### src/rtl/ilbw_map.svh
`ifndef ILBW_MAP_SVH
`define ILBW_MAP_SVH

// ----------------------------------------------------------------------------
// Register word indices (byte address is four times the index)
// ----------------------------------------------------------------------------
`define ILBW_IDX_HW_PEND 9'h006
`define ILBW_IDX_RT_PEND 9'h009
`define ILBW_IDX_CNT_PTR 9'h00A
`define ILBW_IDX_HW_EN 9'h00F
`define ILBW_IDX_HW_OE 9'h013
`define ILBW_IDX_RT_EN 9'h040
`define ILBW_IDX_RT_OE 9'h041
`define ILBW_IDX_EXT_CFG 9'h04D

// ----------------------------------------------------------------------------
// Log region in RAM
// ----------------------------------------------------------------------------
`define ILBW_LOG_BASE 9'h180
`define ILBW_LOG_LAST 9'h1BF
`define ILBW_LOG_TOP_BITS 3'b110
`define ILBW_LOG_ENTRIES_LOG2 5
`define ILBW_LOG_WORDS_LOG2 6

// ----------------------------------------------------------------------------
// Field positions and values
// ----------------------------------------------------------------------------
`define ILBW_CFG_BUSY_OPT_BIT 2
`define ILBW_ID_WAS_BUSY_BIT 9
`define ILBW_HW_RT_SUMMARY_BIT 2
`define ILBW_COUNT_MAX 7'h7F
`define ILBW_HW_LOCATION_WORD 16'h0000
`define ILBW_RST_WORD 16'h0000
`define ILBW_RST_COUNT 7'h00
`define ILBW_RST_ENTRY 5'h00

`endif

### src/rtl/ilbw_pkg.sv
package ilbw_pkg;

   // -------------------------------------------------------------------------
   // Writer sequence
   // -------------------------------------------------------------------------
   typedef enum logic [0:0] {
      ILBW_WR_IDLE = 1'b0,
      ILBW_WR_SECOND = 1'b1
   } ilbw_wr_state_t;

   // -------------------------------------------------------------------------
   // Whole state of the writer block
   // -------------------------------------------------------------------------
   typedef struct packed {
      ilbw_wr_state_t wr_state;
      logic [4:0] entry_idx;
      logic [6:0] event_count;
      logic [15:0] hw_pend;
      logic [15:0] rt_pend;
      logic [15:0] hw_en;
      logic [15:0] hw_oe;
      logic [15:0] rt_en;
      logic [15:0] rt_oe;
      logic [15:0] ext_cfg;
      logic [15:0] hw_hold;
      logic [15:0] rt_hold_id;
      logic [15:0] rt_hold_addr;
      logic [15:0] cur_location;
      logic ack;
      logic ack_ram;
      logic [15:0] rd_word;
      logic irq;
   } ilbw_state_t;

   // -------------------------------------------------------------------------
   // One log RAM write
   // -------------------------------------------------------------------------
   typedef struct packed {
      logic we;
      logic [5:0] addr;
      logic [15:0] data;
   } ilbw_ram_wr_t;

endpackage

### src/rtl/ilbw_log_ram.sv
`timescale 1ns/1ps
`default_nettype none

// ----------------------------------------------------------------------------
// Log word store, one write port and one registered read port
// ----------------------------------------------------------------------------
module ilbw_log_ram #(
   parameter int ADDR_W = 6,
   parameter int DATA_W = 16
) (
   // Clock
   input wire logic clock,
   // Write side
   input wire logic we,
   input wire logic [ADDR_W-1:0] waddr,
   input wire logic [DATA_W-1:0] wdata,
   // Read side
   input wire logic [ADDR_W-1:0] raddr,
   output logic [DATA_W-1:0] rdata
);

   logic [DATA_W-1:0] mem [0:(1<<ADDR_W)-1];

   // Contents are not reset; software only trusts words below the pointer.
   always_ff @(posedge clock) begin
      if (we) begin
         mem[waddr] <= wdata;
      end
      rdata <= mem[raddr];
   end

endmodule // ilbw_log_ram

`default_nettype wire

### src/rtl/ilbw_top.sv
// The Avalon-MM register port is this design's own decision.
`timescale 1ns/1ps
`default_nettype none
`include "ilbw_map.svh"

// Function
// - Sixty-four RAM words at 0x0180 to 0x01BF hold only log entries.
// - Each enabled occurrence writes exactly two words; region keeps last 32.
// - After each 32nd entry the 9-bit pointer returns to 0x0180.
// - Identification word at even address, location word next; first at 0x0180.
// - Identification word uses the layout of its class pending register.
// - Several event bits may be set together in one identification word.
// - Hardware entries write an all-zero location word.
// - Terminal entries write the descriptor entry start address of the message.
// - With busy option bit 2 set, bit 9 flags terminal was busy.
// - Busy state alone never makes a log entry or an interrupt request.
// - Several events in one message make one two-word entry.
// - Simultaneous output-enabled events are ORed onto one interrupt request.
// - Master reset or terminal soft reset sets the pointer to 0x0180.
// - Pointer advances by two per entry; after entry 32 it is reloaded.
// - Seven-bit count in bits 15:9 increments, saturates at 127, clears on read.
// - Reading hardware pending returns contents then clears it; summary bit 2 stays set while terminal pending is nonzero.
// - Setting an enable bit never logs events from while it was zero.
module ilbw_top (
   // Clock and reset
   input wire logic clock,
   input wire logic rstn,
   input wire logic soft_reset,
   // Event sources
   input wire logic [15:0] hw_event,
   input wire logic [15:0] rt_event,
   input wire logic [15:0] rt_desc_addr,
   input wire logic term_busy,
   // Avalon-MM slave
   input wire logic [10:0] avs_address,
   input wire logic avs_read,
   input wire logic avs_write,
   input wire logic [31:0] avs_writedata,
   input wire logic [3:0] avs_byteenable,
   output logic [31:0] avs_readdata,
   output logic avs_waitrequest,
   // Host interrupt request
   output logic irq_n
);

   // -------------------------------------------------------------------------
   // Decoding helpers
   // -------------------------------------------------------------------------

   // Word index of a byte address; misaligned addresses map to nothing.
   function automatic logic [8:0] word_index(input logic [10:0] addr);
      word_index = addr[10:2];
   endfunction

   function automatic logic in_log_region(input logic [10:0] addr);
      in_log_region = (addr[1:0] == 2'b00) && (word_index(addr) >= `ILBW_LOG_BASE) &&
                      (word_index(addr) <= `ILBW_LOG_LAST);
   endfunction

   function automatic logic is_reg(input logic [10:0] addr, input logic [8:0] idx);
      is_reg = (addr[1:0] == 2'b00) && (word_index(addr) == idx);
   endfunction

   // Merges the two low byte lanes of a write into a 16-bit register.
   function automatic logic [15:0] lane_merge(input logic [15:0] old_val,
                                              input logic [31:0] wdata,
                                              input logic [3:0] be);
      lane_merge[7:0] = be[0] ? wdata[7:0] : old_val[7:0];
      lane_merge[15:8] = be[1] ? wdata[15:8] : old_val[15:8];
   endfunction

   // -------------------------------------------------------------------------
   // State
   // -------------------------------------------------------------------------
   ilbw_pkg::ilbw_state_t st_reg;
   ilbw_pkg::ilbw_state_t st_next;
   ilbw_pkg::ilbw_ram_wr_t ram_wr;
   logic [5:0] ram_raddr;
   logic [15:0] ram_rdata;

   logic host_req;
   logic accept;
   logic start;
   logic rd_hw_pend;
   logic rd_rt_pend;
   logic rd_cnt_ptr;
   logic [15:0] hw_new;
   logic [15:0] rt_new;
   logic [15:0] rt_id_new;
   logic [15:0] hw_pend_view;
   logic [15:0] hw_hold_base;
   logic [15:0] rt_hold_base;
   logic [8:0] log_pointer;
   logic count_inc;

   // -------------------------------------------------------------------------
   // Log word store
   // -------------------------------------------------------------------------
   ilbw_log_ram #(
      .ADDR_W(`ILBW_LOG_WORDS_LOG2),
      .DATA_W(16)
   ) u_log_ram (
      .clock(clock),
      .we(ram_wr.we),
      .waddr(ram_wr.addr),
      .wdata(ram_wr.data),
      .raddr(ram_raddr),
      .rdata(ram_rdata)
   );

   // -------------------------------------------------------------------------
   // Next-state logic
   // -------------------------------------------------------------------------
   always_comb begin
      st_next = st_reg;
      ram_wr = '0;
      ram_raddr = avs_address[7:2];

      // The upper pointer bits are fixed, so the pointer only walks the log.
      log_pointer = {`ILBW_LOG_TOP_BITS, st_reg.entry_idx, 1'b0};

      // The hardware summary bit mirrors the terminal pending register.
      hw_pend_view = st_reg.hw_pend;
      hw_pend_view[`ILBW_HW_RT_SUMMARY_BIT] = |st_reg.rt_pend;

      // Host side: one cycle of wait, two while the second log word is written, then the answer cycle.
      host_req = (avs_read || avs_write) && !st_reg.ack;
      // Accepting only while idle keeps a two-word update out of sight.
      accept = host_req && (st_reg.wr_state == ilbw_pkg::ILBW_WR_IDLE);
      st_next.ack = accept;
      rd_hw_pend = accept && avs_read && is_reg(avs_address, `ILBW_IDX_HW_PEND);
      rd_rt_pend = accept && avs_read && is_reg(avs_address, `ILBW_IDX_RT_PEND);
      rd_cnt_ptr = accept && avs_read && is_reg(avs_address, `ILBW_IDX_CNT_PTR);

      if (accept) begin
         st_next.ack_ram = in_log_region(avs_address);
         st_next.rd_word = `ILBW_RST_WORD;
         if (is_reg(avs_address, `ILBW_IDX_HW_PEND)) begin
            st_next.rd_word = hw_pend_view;
         end else if (is_reg(avs_address, `ILBW_IDX_RT_PEND)) begin
            st_next.rd_word = st_reg.rt_pend;
         end else if (is_reg(avs_address, `ILBW_IDX_CNT_PTR)) begin
            st_next.rd_word = {st_reg.event_count, log_pointer};
         end else if (is_reg(avs_address, `ILBW_IDX_HW_EN)) begin
            st_next.rd_word = st_reg.hw_en;
         end else if (is_reg(avs_address, `ILBW_IDX_HW_OE)) begin
            st_next.rd_word = st_reg.hw_oe;
         end else if (is_reg(avs_address, `ILBW_IDX_RT_EN)) begin
            st_next.rd_word = st_reg.rt_en;
         end else if (is_reg(avs_address, `ILBW_IDX_RT_OE)) begin
            st_next.rd_word = st_reg.rt_oe;
         end else if (is_reg(avs_address, `ILBW_IDX_EXT_CFG)) begin
            st_next.rd_word = st_reg.ext_cfg;
         end
      end

      // Writes take effect at the edge that ends the answer cycle.
      if (st_reg.ack && avs_write) begin
         if (is_reg(avs_address, `ILBW_IDX_HW_EN)) begin
            st_next.hw_en = lane_merge(st_reg.hw_en, avs_writedata, avs_byteenable);
         end
         if (is_reg(avs_address, `ILBW_IDX_HW_OE)) begin
            st_next.hw_oe = lane_merge(st_reg.hw_oe, avs_writedata, avs_byteenable);
         end
         if (is_reg(avs_address, `ILBW_IDX_RT_EN)) begin
            st_next.rt_en = lane_merge(st_reg.rt_en, avs_writedata, avs_byteenable);
         end
         if (is_reg(avs_address, `ILBW_IDX_RT_OE)) begin
            st_next.rt_oe = lane_merge(st_reg.rt_oe, avs_writedata, avs_byteenable);
         end
         if (is_reg(avs_address, `ILBW_IDX_EXT_CFG)) begin
            st_next.ext_cfg = lane_merge(st_reg.ext_cfg, avs_writedata, avs_byteenable);
         end
      end

      // Only events seen while their enable is already set are kept.
      hw_new = hw_event & st_reg.hw_en;
      hw_new[`ILBW_HW_RT_SUMMARY_BIT] = 1'b0;
      rt_new = rt_event & st_reg.rt_en;

      // Busy only decorates a real terminal event, never stands alone.
      rt_id_new = rt_new;
      if (st_reg.ext_cfg[`ILBW_CFG_BUSY_OPT_BIT] && term_busy && (|rt_new)) begin
         rt_id_new[`ILBW_ID_WAS_BUSY_BIT] = 1'b1;
      end

      // Pending registers: a new event in the clearing cycle survives.
      st_next.hw_pend = (rd_hw_pend ? `ILBW_RST_WORD : st_reg.hw_pend) | hw_new;
      st_next.rt_pend = (rd_rt_pend ? `ILBW_RST_WORD : st_reg.rt_pend) | rt_new;

      // Entry launch: hardware first when both classes wait.
      start = (st_reg.wr_state == ilbw_pkg::ILBW_WR_IDLE) && !accept &&
              ((|st_reg.hw_hold) || (|st_reg.rt_hold_id));
      hw_hold_base = st_reg.hw_hold;
      rt_hold_base = st_reg.rt_hold_id;
      count_inc = 1'b0;

      unique case (st_reg.wr_state)
         ilbw_pkg::ILBW_WR_IDLE: begin
            if (start) begin
               ram_wr.we = 1'b1;
               ram_wr.addr = {st_reg.entry_idx, 1'b0};
               st_next.wr_state = ilbw_pkg::ILBW_WR_SECOND;
               if (|st_reg.hw_hold) begin
                  ram_wr.data = st_reg.hw_hold;
                  st_next.cur_location = `ILBW_HW_LOCATION_WORD;
                  hw_hold_base = `ILBW_RST_WORD;
               end else begin
                  ram_wr.data = st_reg.rt_hold_id;
                  st_next.cur_location = st_reg.rt_hold_addr;
                  rt_hold_base = `ILBW_RST_WORD;
               end
            end
         end
         ilbw_pkg::ILBW_WR_SECOND: begin
            ram_wr.we = 1'b1;
            ram_wr.addr = {st_reg.entry_idx, 1'b1};
            ram_wr.data = st_reg.cur_location;
            // The index is five bits wide, so entry 32 wraps it to zero.
            st_next.entry_idx = st_reg.entry_idx + 5'h01;
            st_next.wr_state = ilbw_pkg::ILBW_WR_IDLE;
            count_inc = 1'b1;
         end
      endcase

      // Events of one class raised together, or while waiting, merge into one entry.
      st_next.hw_hold = hw_hold_base | hw_new;
      st_next.rt_hold_id = rt_hold_base | rt_id_new;
      if ((rt_hold_base == `ILBW_RST_WORD) && (|rt_new)) begin
         st_next.rt_hold_addr = rt_desc_addr;
      end

      // Count: an entry finished in the read cycle is counted after the clear.
      st_next.event_count = rd_cnt_ptr ? `ILBW_RST_COUNT : st_reg.event_count;
      if (count_inc && (st_next.event_count != `ILBW_COUNT_MAX)) begin
         st_next.event_count = st_next.event_count + 7'h01;
      end

      // One shared request line for every output-enabled pending event.
      st_next.irq = (|(st_next.hw_pend & st_reg.hw_oe)) ||
                    (|(st_next.rt_pend & st_reg.rt_oe));

      // Soft reset restarts the log; an entry in flight is dropped whole.
      if (soft_reset) begin
         st_next.entry_idx = `ILBW_RST_ENTRY;
         st_next.event_count = `ILBW_RST_COUNT;
         st_next.wr_state = ilbw_pkg::ILBW_WR_IDLE;
         st_next.hw_hold = `ILBW_RST_WORD;
         st_next.rt_hold_id = `ILBW_RST_WORD;
      end
   end

   // -------------------------------------------------------------------------
   // State register
   // -------------------------------------------------------------------------
   always_ff @(posedge clock) begin
      if (!rstn) begin
         st_reg <= '0;
      end else begin
         st_reg <= st_next;
      end
   end

   // -------------------------------------------------------------------------
   // Outputs
   // -------------------------------------------------------------------------
   assign avs_waitrequest = (avs_read || avs_write) && !st_reg.ack;
   assign avs_readdata = {16'h0000, (st_reg.ack_ram ? ram_rdata : st_reg.rd_word)};
   assign irq_n = !st_reg.irq;

endmodule // ilbw_top

`default_nettype wire

### config.mk
export PLATFORM = sky130hd
export DESIGN_NAME = ilbw_top
export DESIGN_NICKNAME = d
export VERILOG_FILES = /design/src/rtl/ilbw_pkg.sv /design/src/rtl/ilbw_log_ram.sv /design/src/rtl/ilbw_top.sv
export VERILOG_INCLUDE_DIRS = /design/src /design/src/rtl
export SDC_FILE = /design/constraint.sdc
export NUM_CORES = 1
export LEC_CHECK = 0
export BUFFER_PORTS_ARGS = -buffer_cell sky130_fd_sc_hd__buf_2
export CAP_MARGIN = 20
export CORE_MARGIN = 8
export CORE_UTILIZATION = 55
export DETAILED_ROUTE_END_ITERATION = 7
export HOLD_SLACK_MARGIN = 0.08
export PLACE_DENSITY = 0.72
export SYNTH_ARGS = -nofsm -noshare
export SYNTH_HDL_FRONTEND = slang
export SYNTH_SLANG_ARGS = --single-unit
### constraint.sdc
create_clock -name clock -period 7.6 [get_ports clock]
set_input_delay 0.76 -clock clock [delete_from_list [all_inputs] [get_ports clock]]
set_output_delay 0.76 -clock clock [all_outputs]
set_load 0.01 [all_outputs]
; Yosys cells after proc, flatten, opt, wreduce, memory -nomap -nowiden
; Memories as Yosys holds them, arrays and structs flattened. A register that Yosys moved wholly into a read port is not among the register bits.
; Index checks and enable logic that the tools add are counted.
[totals]
n_memories = 1
register_bits = 208
mem_bits_rw = 1024
[memory_table]
columns = memory, depth, width, read_ports, rd_ports_with_merged_regs, write_ports, line_no
row1 = u_log_ram.mem, 64, 16, 1, 1, 1, ilbw_log_ram.sv:22  ; logic [DATA_W-1:0] mem [0:(1<<ADDR_W)-1];
[op_classes]
n_mux = 29
eq_ne = 9
add_sub_neg = 2
order_cmp = 2
n_reduce_logical = 49
bitwise_logic = 10
[op_table]
columns = operator, n
row1 = 16-bit 2-to-1 mux, 19
row2 = 16-bit OR reduction, 6
row3 = 16-bit AND, 4
row4 = 16-bit OR, 4
row5 = 23-bit one-hot mux with 2 select lines, 1
row6 = 3-bit AND reduction, 10
row7 = "9-bit by 4-bit == test with 1-bit output, second input constant", 3
row8 = "9-bit by 7-bit == test with 1-bit output, second input constant", 3
row9 = 1-bit logical AND, 23
row10 = 23-bit 2-to-1 mux, 1
row11 = 16-bit zero test, 1
row12 = 7-bit 2-to-1 mux, 2
row13 = "9-bit by 3-bit == test with 1-bit output, second input constant", 1
row14 = "9-bit by 5-bit == test with 1-bit output, second input constant", 1
row15 = "9-bit greater-or-equal comparator, second input constant", 1
row16 = "9-bit less-or-equal comparator, second input constant", 1
row17 = "7-bit by 1-bit adder with 7-bit output, second input constant", 1
row18 = "7-bit != test, second input constant", 1
row19 = "5-bit by 1-bit adder with 5-bit output, second input constant", 1
row20 = 1-bit 2-to-1 mux, 5
row21 = 1-bit zero test, 3
row22 = 1-bit logical OR, 3
row23 = 2-bit zero test, 1
row24 = 1-bit NOT, 2
row25 = 3 further kinds, 3

; Logic depth before layout (Yosys ltp)
; Gate-level depths: netlist (run 1).
[depth]
depth_word = 10
depth_mapped = 11
ltp_nobuf = 9

; Cells and area by module
; A second synthesis (run 1) with hierarchy kept.
[hier_totals]
cells_unflattened = 3007
area_unflattened_um2 = 49775.2
[by_module_without_submodules]
columns = mod, area_each_um2, cells_each, seq_area_each_um2, instances
row1 = ilbw_log_ram, 40042.2, 1829, 31069.8, 1
row2 = ilbw_top, 9733.1, 1178, 4144.0, 1

; Worst setup path after synthesis (run 1)
; Ideal clock, no wire load.
[synth_timing]
path_type = input-to-reg
from = in avs_read
to = mem u_log_ram.mem[0][4], data pin
setup_ps = 702
path_slack_ps = 2692
path_stages = 5
t_arrival_ps = 4206
required_time_ps = 6898
cell_sequence = o21bai_1 -> nor2b_1 -> o21ai_1 -> clkbuf_1 -> o21ai_0
[synth_rtl]
columns = item, line_no
row1 = start: declaration, ilbw_top.sv:36  ; input wire logic avs_read,
row2 = end: declaration, ilbw_log_ram.sv:22

==> flow_metrics.py, run 1 <==
metrics = {
    "outcome": {
        "status": "complete, no violations",
    },
    "clock_network": {
        "hold_buffers": 0,
        "cts-resized-gates": 0,
        "clkLatencyLatePin_ns": 0.72,
        "cts_buffer_depth": 3,
        "clock-sinks": 1247,
        "clkTransAtPathRegs_ns": 0.06,
        "cts_setup_buffers": 0,
        "cts_inserted_buffers": 119,
        "h-tree-depth": 3,
        "cts_root_buf": "clkbuf_16",
        "tritoncts": "built",
    },
    "floorplan": {
        "die-area_sq_um": 98500,
        "io_pins": 135,
        "initial_core_util_pct": 55.4,
        "fp.coreArea_sq_um": 88100,
        "die_x_um": 314,
        "rows": 109,
        "fp.dieH_um": 314,
    },
    "layout": {
        "mostFrequentLayoutCell": "edfxtp_1",
        "final_util_pct": 62.3,
        "largest_register_ffs": 1024,
        "final_nets": 3161,
        "layout-drive-gt1-share_pct": 22.2,
        "areaGrowthSynthToFinish_pct": 12.6,
        "final_cell_mix": "edfxtp_1, mux4_2, a21oi_1, dfxtp_1, nand2_1",
    },
    "drt": {
        "ant_nets": 0,
        "drt-met1-wl_um": 53700,
        "drt_iter0_drc": 4364,
        "dr.pass1.iters": 6,
        "routed_wl_um": 138000,
        "wl_met2_um": 63600,
        "wl_met3_um": 14000,
        "via_count": 28800,
        "drc": 0,
        "top_layer": "met5",
        "routed_via_density": 6.68,
        "avgRoutedWirePerCell_um": 31.9,
    },
    "setup_path": {
        "crit_type": "in2reg",
        "ff2ff_path_depth": 10,
        "path_delay_family": "buffers and inverters",
        "endpoint_kind": "register",
        "slowest_delay_ns": 0.74,
        "crit_chain": "buf_8 > buf_4 > buf_4 > mux4_2 > a22oi_1 > a21oi_1 > or4_1",
        "worst-path-stages": 7,
        "critical_path_required_ns": 8.16,
        "crit_fanout": 84,
        "startpoint_type": "primary input",
        "crit_slowest_cell": "buf_4",
        "rrSetupSlack_ns": 4.35,
        "crit_arrival_ns": 4.23,
        "critPathMostFrequentCell": "buf_4",
        "cp_num_buf_inv": 3,
    },
    "logic_synthesis": {
        "synth_top_area_share_pct": 63.0,
        "yosysSeqAreaShare_pct": 72.2,
        "synth_area_per_cell_sq_um": 16.7,
        "syn_inst": 2915,
        "synth-seq-cells": 1247,
        "netlist_area_sq_um": 48800,
        "synth_edf_count": 1024,
        "yosysWarnings": 0,
        "synthTopCellsByArea": "edfxtp_1, mux4_2, dfxtp_1, a22oi_1, a21oi_1",
        "synth-main-ff-cell": "edfxtp_1",
        "synth_top_cell_by_area": "edfxtp_1",
        "async_reset_ff_share_pct": 0,
        "ys_types": 68,
    },
    "pwr": {
        "ir_worst_vdd_v": 0.000203,
        "switching_share_pct": 20.7,
        "p_comb_share_pct": 3.3,
        "intPower_mw": 10.8,
        "share_seq_of_total_power_pct": 53.7,
        "p_leak_nw": 18.8,
        "clockPowerShare_pct": 43.0,
        "switching_power_mw": 2.82,
        "power_density_nw_per_um2": 248,
    },
    "timing": {
        "worst_pin_slew_ns": 1.15,
        "fin_setup_tns_ns": 0,
        "slew_headroom_pct": 22.3,
        "rsz0062_at_grt": "no",
        "finalHoldViolCount": 0,
        "setup_violations": 0,
        "min_period_over_period_pct": 48.2,
        "fmax_ghz": 0.273,
        "finalCriticalPeriod_ns": 3.66,
        "fin_worst_skew_ns": 0.0410,
        "slew_violations": 0,
    },
    "grt": {
        "antenna_found_initial": 15,
        "grt_pass1_vias": 27900,
        "grt_max_degree": 154,
        "grt_pass1_wl_um": 198000,
        "grt_overflow": 0,
        "grt_usage_pct": 27.5,
    },
    "placed_design": {
        "hpwlAfterDp_um": 85700,
        "port_buffers": 99,
        "gp_congestion": 0.960,
    },
    "run": {
        "drv_cap": 0,
    },
    "worst_hold_path": {
        "hold_class": "in2reg",
        "min_path_cells": 3,
    },
}
-- cell families (layout without fill, tap and decap cells) --
logic type / count (synthesis) / after routing / share of synthesized area [%]
AOI/OAI and AO/OA: 572 / 572 / 7.38
xor gates and xnor gates: 8 / 8 / 0.144
adders and majority gates: 2 / 2 / 0.0513
buffers and inverters: 213 / 432 / 1.86
DFF: 1247 / 1247 / 72.2
muxes: 305 / 305 / 12.9
other: 1 / 22 / 0.00768
and+or+nand+nor: 567 / 567 / 5.54
-- stage by stage --
step	total power, mW	instance area, sq um	setup WS, ns	hold slack [ns]	std cells
3_3_place_gp	7.90	51000	3.20	0.462	4097
6_report	13.6	54900	3.94	0.287	4320
5_1_grt	14.0	54900	3.75	0.287	4314
2_1_floorplan	7.74	48900	2.69	0.440	2930
3_5_place_dp	7.91	51000	3.16	0.469	4098
4_1_cts	13.7	54900	3.91	0.258	4310
-- cells in the mapped netlist (16+ instances only) --
library cell  instances
buf_1                26
o21ai_0              92
mux2i_1              34
mux4_2              256
a22oi_1             154
buf_4                16
a21oi_1             223
nand3_1              77
nand2b_1             17
nor4_1               17
buf_2                21
nand4_1              26
nand2_1             192
dfxtp_1             223
edfxtp_1           1024
or4_1                19
clkbuf_1            136
nor2_1              143
-- worst reg2reg max path, stage by stage, from the launching register on --
cell and delay [ns]:
dfxtp_1 0.31, buf_4 0.29, nor3b_1 0.82, nand4_1 0.42, and2_1 0.33, ha_1 0.23
nand3_1 0.15, o21a_1 0.24, nand2_1 0.11, xnor2_1 0.19, nor2_1 0.06
-- per-layer routing --
layer / vias up / track usage (%)
met3: 287 / 5.39
met5: - / 0
met4: 4 / 11.5
met1: 14800 / 39.1
li1: 12000 / -
met2: 1767 / 42.0
-- power by group through the flow --
stage	clock, mW	combinational, mW	sequential, mW
6_report	5.86	0.455	7.31
3_5_place_dp	0	0.450	7.46
4_1_cts	5.92	0.453	7.31
2_1_floorplan	0	0.297	7.45
3_3_place_gp	0	0.445	7.46
5_1_grt	6.17	0.480	7.31
-- cell type report --
cell class | count | area (sq um)
sequential | 1247 | 35200
fill | 6190 | 33200
multi-input combinational | 1470 | 13000
clock buffer | 156 | 3270
tap | 1165 | 1460
timing repair buffer | 209 | 1390
clock inverter | 56 | 571
inverter | 11 | 43.8
antenna | 6 | 15.0
-- final timing paths --
kind / to / from
min: st_reg[35] / rt_desc_addr[0]
max: u_log_ram.rdata[3] / avs_address[2]
min reg2reg: st_reg[59] / st_reg[59]
max reg2reg: st_reg[197] / st_reg[207]
Note: power is estimated with default switching activity, not from simulation.
==> run 2, diff against run 1 <==
==> constraint.sdc (replaced) <==
create_clock -name clock -period 3.8 [get_ports clock]
set_input_delay 0.38 -clock clock [delete_from_list [all_inputs] [get_ports clock]]
set_output_delay 0.38 -clock clock [all_outputs]
set_load 0.01 [all_outputs]
==> run 2 against run 1 <==
- die area did not move
- core utilization rose by 2.0 points
- first-iteration DRC count fell by 5.9%
- largest cell class unchanged
- sequential power rose by 100%
- power rose by 100%
- design area rose by 3.1%
- critical endpoint is now u_log_ram.mem[13][14]
- critical path type is now reg2reg
- via count rose by 1.2%
- register-to-register slack got worse by 3.4 ns
- clock power rose by 110%
- hold slack got worse by 0.14 ns
==> flow_metrics.py, run 2 (same netlist as run 1, synthesis figures left out) <==
metrics = {
    "outcome": {
        "status": "complete, no violations",
    },
    "layout": {
        "mostFrequentLayoutCell": "edfxtp_1",
        "final_cell_count_no_fill": 4445,
        "largest_register_ffs": 1024,
        "fillers": 6031,
        "final_cell_mix": "edfxtp_1, mux4_2, a21oi_1, dfxtp_1, nand2_1",
        "final_nets": 3274,
        "areaGrowthSynthToFinish_pct": 16.1,
        "layout-drive-gt1-share_pct": 23.0,
    },
    "pwr": {
        "ir_worst_vdd_v": 0.000440,
        "power_density_nw_per_um2": 490,
        "p_leak_nw": 19.5,
        "p_total_mw": 27.8,
        "switching_share_pct": 20.5,
        "share_seq_of_total_power_pct": 52.7,
        "switching_power_mw": 5.68,
        "clockPowerShare_pct": 43.5,
        "intPower_mw": 22.1,
        "p_comb_share_pct": 3.8,
    },
    "timing": {
        "setup_slack_ns": 0.927,
        "rsz0062_at_grt": "no",
        "slew_headroom_pct": 20.2,
        "fin_setup_tns_ns": 0,
        "min_period_over_period_pct": 75.6,
        "finalHoldViolCount": 0,
        "worst_pin_slew_ns": 1.18,
        "slew_violations": 0,
        "hold_ws_ns": 0.146,
        "finalCriticalPeriod_ns": 2.87,
        "fmax_ghz": 0.348,
        "setup_violations": 0,
        "fin_worst_skew_ns": 0.0267,
    },
    "clock_network": {
        "cts-resized-gates": 0,
        "cts_root_buf": "clkbuf_16",
        "cts_buffer_depth": 3,
        "clock-sinks": 1247,
        "cts_setup_buffers": 0,
        "clkTransAtPathRegs_ns": 0.06,
        "cts_inserted_buffers": 119,
        "h-tree-depth": 3,
        "clkLatencyLatePin_ns": 0.71,
        "tritoncts": "built",
    },
    "placed_design": {
        "gp_congestion": 0.972,
        "dp.cells": 4152,
        "dp_slack_ns": 0.590,
        "port_buffers": 99,
        "hpwlAfterDp_um": 88300,
    },
    "floorplan": {
        "fp.coreArea_sq_um": 88100,
        "rows": 109,
        "fp.dieH_um": 314,
        "io_pins": 135,
        "die_x_um": 314,
        "die-area_sq_um": 98500,
        "initial_core_util_pct": 55.4,
    },
    "setup_path": {
        "slowest_delay_ns": 0.80,
        "path_delay_family": "buffers and inverters",
        "crit_chain": "buf_4 > nand2b_1 > buf_4 > nor3_2 > buf_4 > a222oi_1 > inv_2 > buf_12",
        "cp_num_buf_inv": 5,
        "crit_slowest_cell": "dfxtp_1",
        "critPathMostFrequentCell": "buf_4",
        "startpoint_type": "register",
        "crit_arrival_ns": 3.25,
        "crit_fanout": 64,
        "crit_type": "reg2reg",
        "critical_path_required_ns": 4.18,
        "endpoint_kind": "register",
    },
    "worst_hold_path": {
        "hold_class": "in2reg",
    },
    "grt": {
        "grt_usage_pct": 27.6,
        "grt_pass1_wl_um": 199000,
        "grt_overflow": 0,
        "grt_pass1_vias": 28500,
        "antenna_found_initial": 5,
        "grt_max_degree": 72,
    },
    "drt": {
        "routed_wl_um": 138000,
        "via_count": 29200,
        "routed_via_density": 6.57,
        "drc": 0,
        "avgRoutedWirePerCell_um": 31.0,
        "drt_iter0_drc": 4107,
        "ant_nets": 0,
        "dr.pass1.iters": 5,
    },
    "run": {
        "drv_cap": 0,
    },
}
run 2: changes by cell type in the layout (fill, tap and decap cells not counted), sizes merged:
cell,delta
dlygate4sd3,+62
buf,+51
bufinv,+6
clkinv,+6
clkbuf,+5
diode,-3
clkinvlp,-2
run 2: path summary, 6_finish.rpt:
| kind | startpoint | end | slack (ns) | cells after the start |
|---|---|---|---|---|
| worst max register to register | st_reg[207] | u_log_ram.mem[13][14] | 0.93 | 8 |
| worst max-delay path | st_reg[207] | u_log_ram.mem[13][14] | 0.93 | 8 |
| worst min register to register | st_reg[53] | st_reg[53] | 0.48 | 2 |
| worst min-delay path | rt_event[9] | st_reg[172] | 0.15 | 3 |
run 2: final cells by class:
cell class | instances | area, sq um | share of cell area (%)
multi-input combinational | 1470 | 13000 | 22.9
clock inverter | 66 | 748 | 1.32
inverter | 11 | 43.8 | 0.0773
tap | 1165 | 1460 | 2.57
sequential | 1247 | 35200 | 62.2
clock buffer | 161 | 3260 | 5.75
antenna | 3 | 7.51 | 0.0133
timing repair buffer | 322 | 2960 | 5.22
run 2: routing by layer:
layer | GRT usage (%) | share of wire (%) | wire [um]
met5 | 0 | 0.020 | 27
met4 | 9.38 | 3.9 | 5400
met3 | 5.01 | 9.4 | 13000
met2 | 43.9 | 47 | 65400
met1 | 38.6 | 39 | 54000
run 2: timing repair:
item                                    in CTS  in global routing
endpoints found under the setup margin       0                  0
hold endpoints to repair                   151                  0
hold buffers                                62                  0
run 2: power groups by stage:
stage | registers [mW] | clock network, mW | logic [mW]
after floorplan | 14.9 | 0 | 0.614
after global placement | 14.9 | 0 | 0.970
final | 14.6 | 12.1 | 1.04
after global routing | 14.6 | 12.7 | 1.10
after detailed placement | 14.9 | 0 | 0.979
after CTS | 14.6 | 12.2 | 1.04
run 2: metrics by stage:
step / cell area [sq um] / utilization [%]
floorplan: 48900 / -
global placement: 52000 / 59.0
detailed placement: 52000 / 59.0
CTS: 56600 / 64.3
global route: 56600 / 64.3
finish: 56700 / 64.3
run 2: tightest hold or removal path, delay by kind of cell:
| kind | cells | cell delay (ns) |
|---|---|---|
| simple gates | 1 | 0.21 |
| compound gates | 1 | 0.10 |
| buf+inv | 1 | 0.12 |
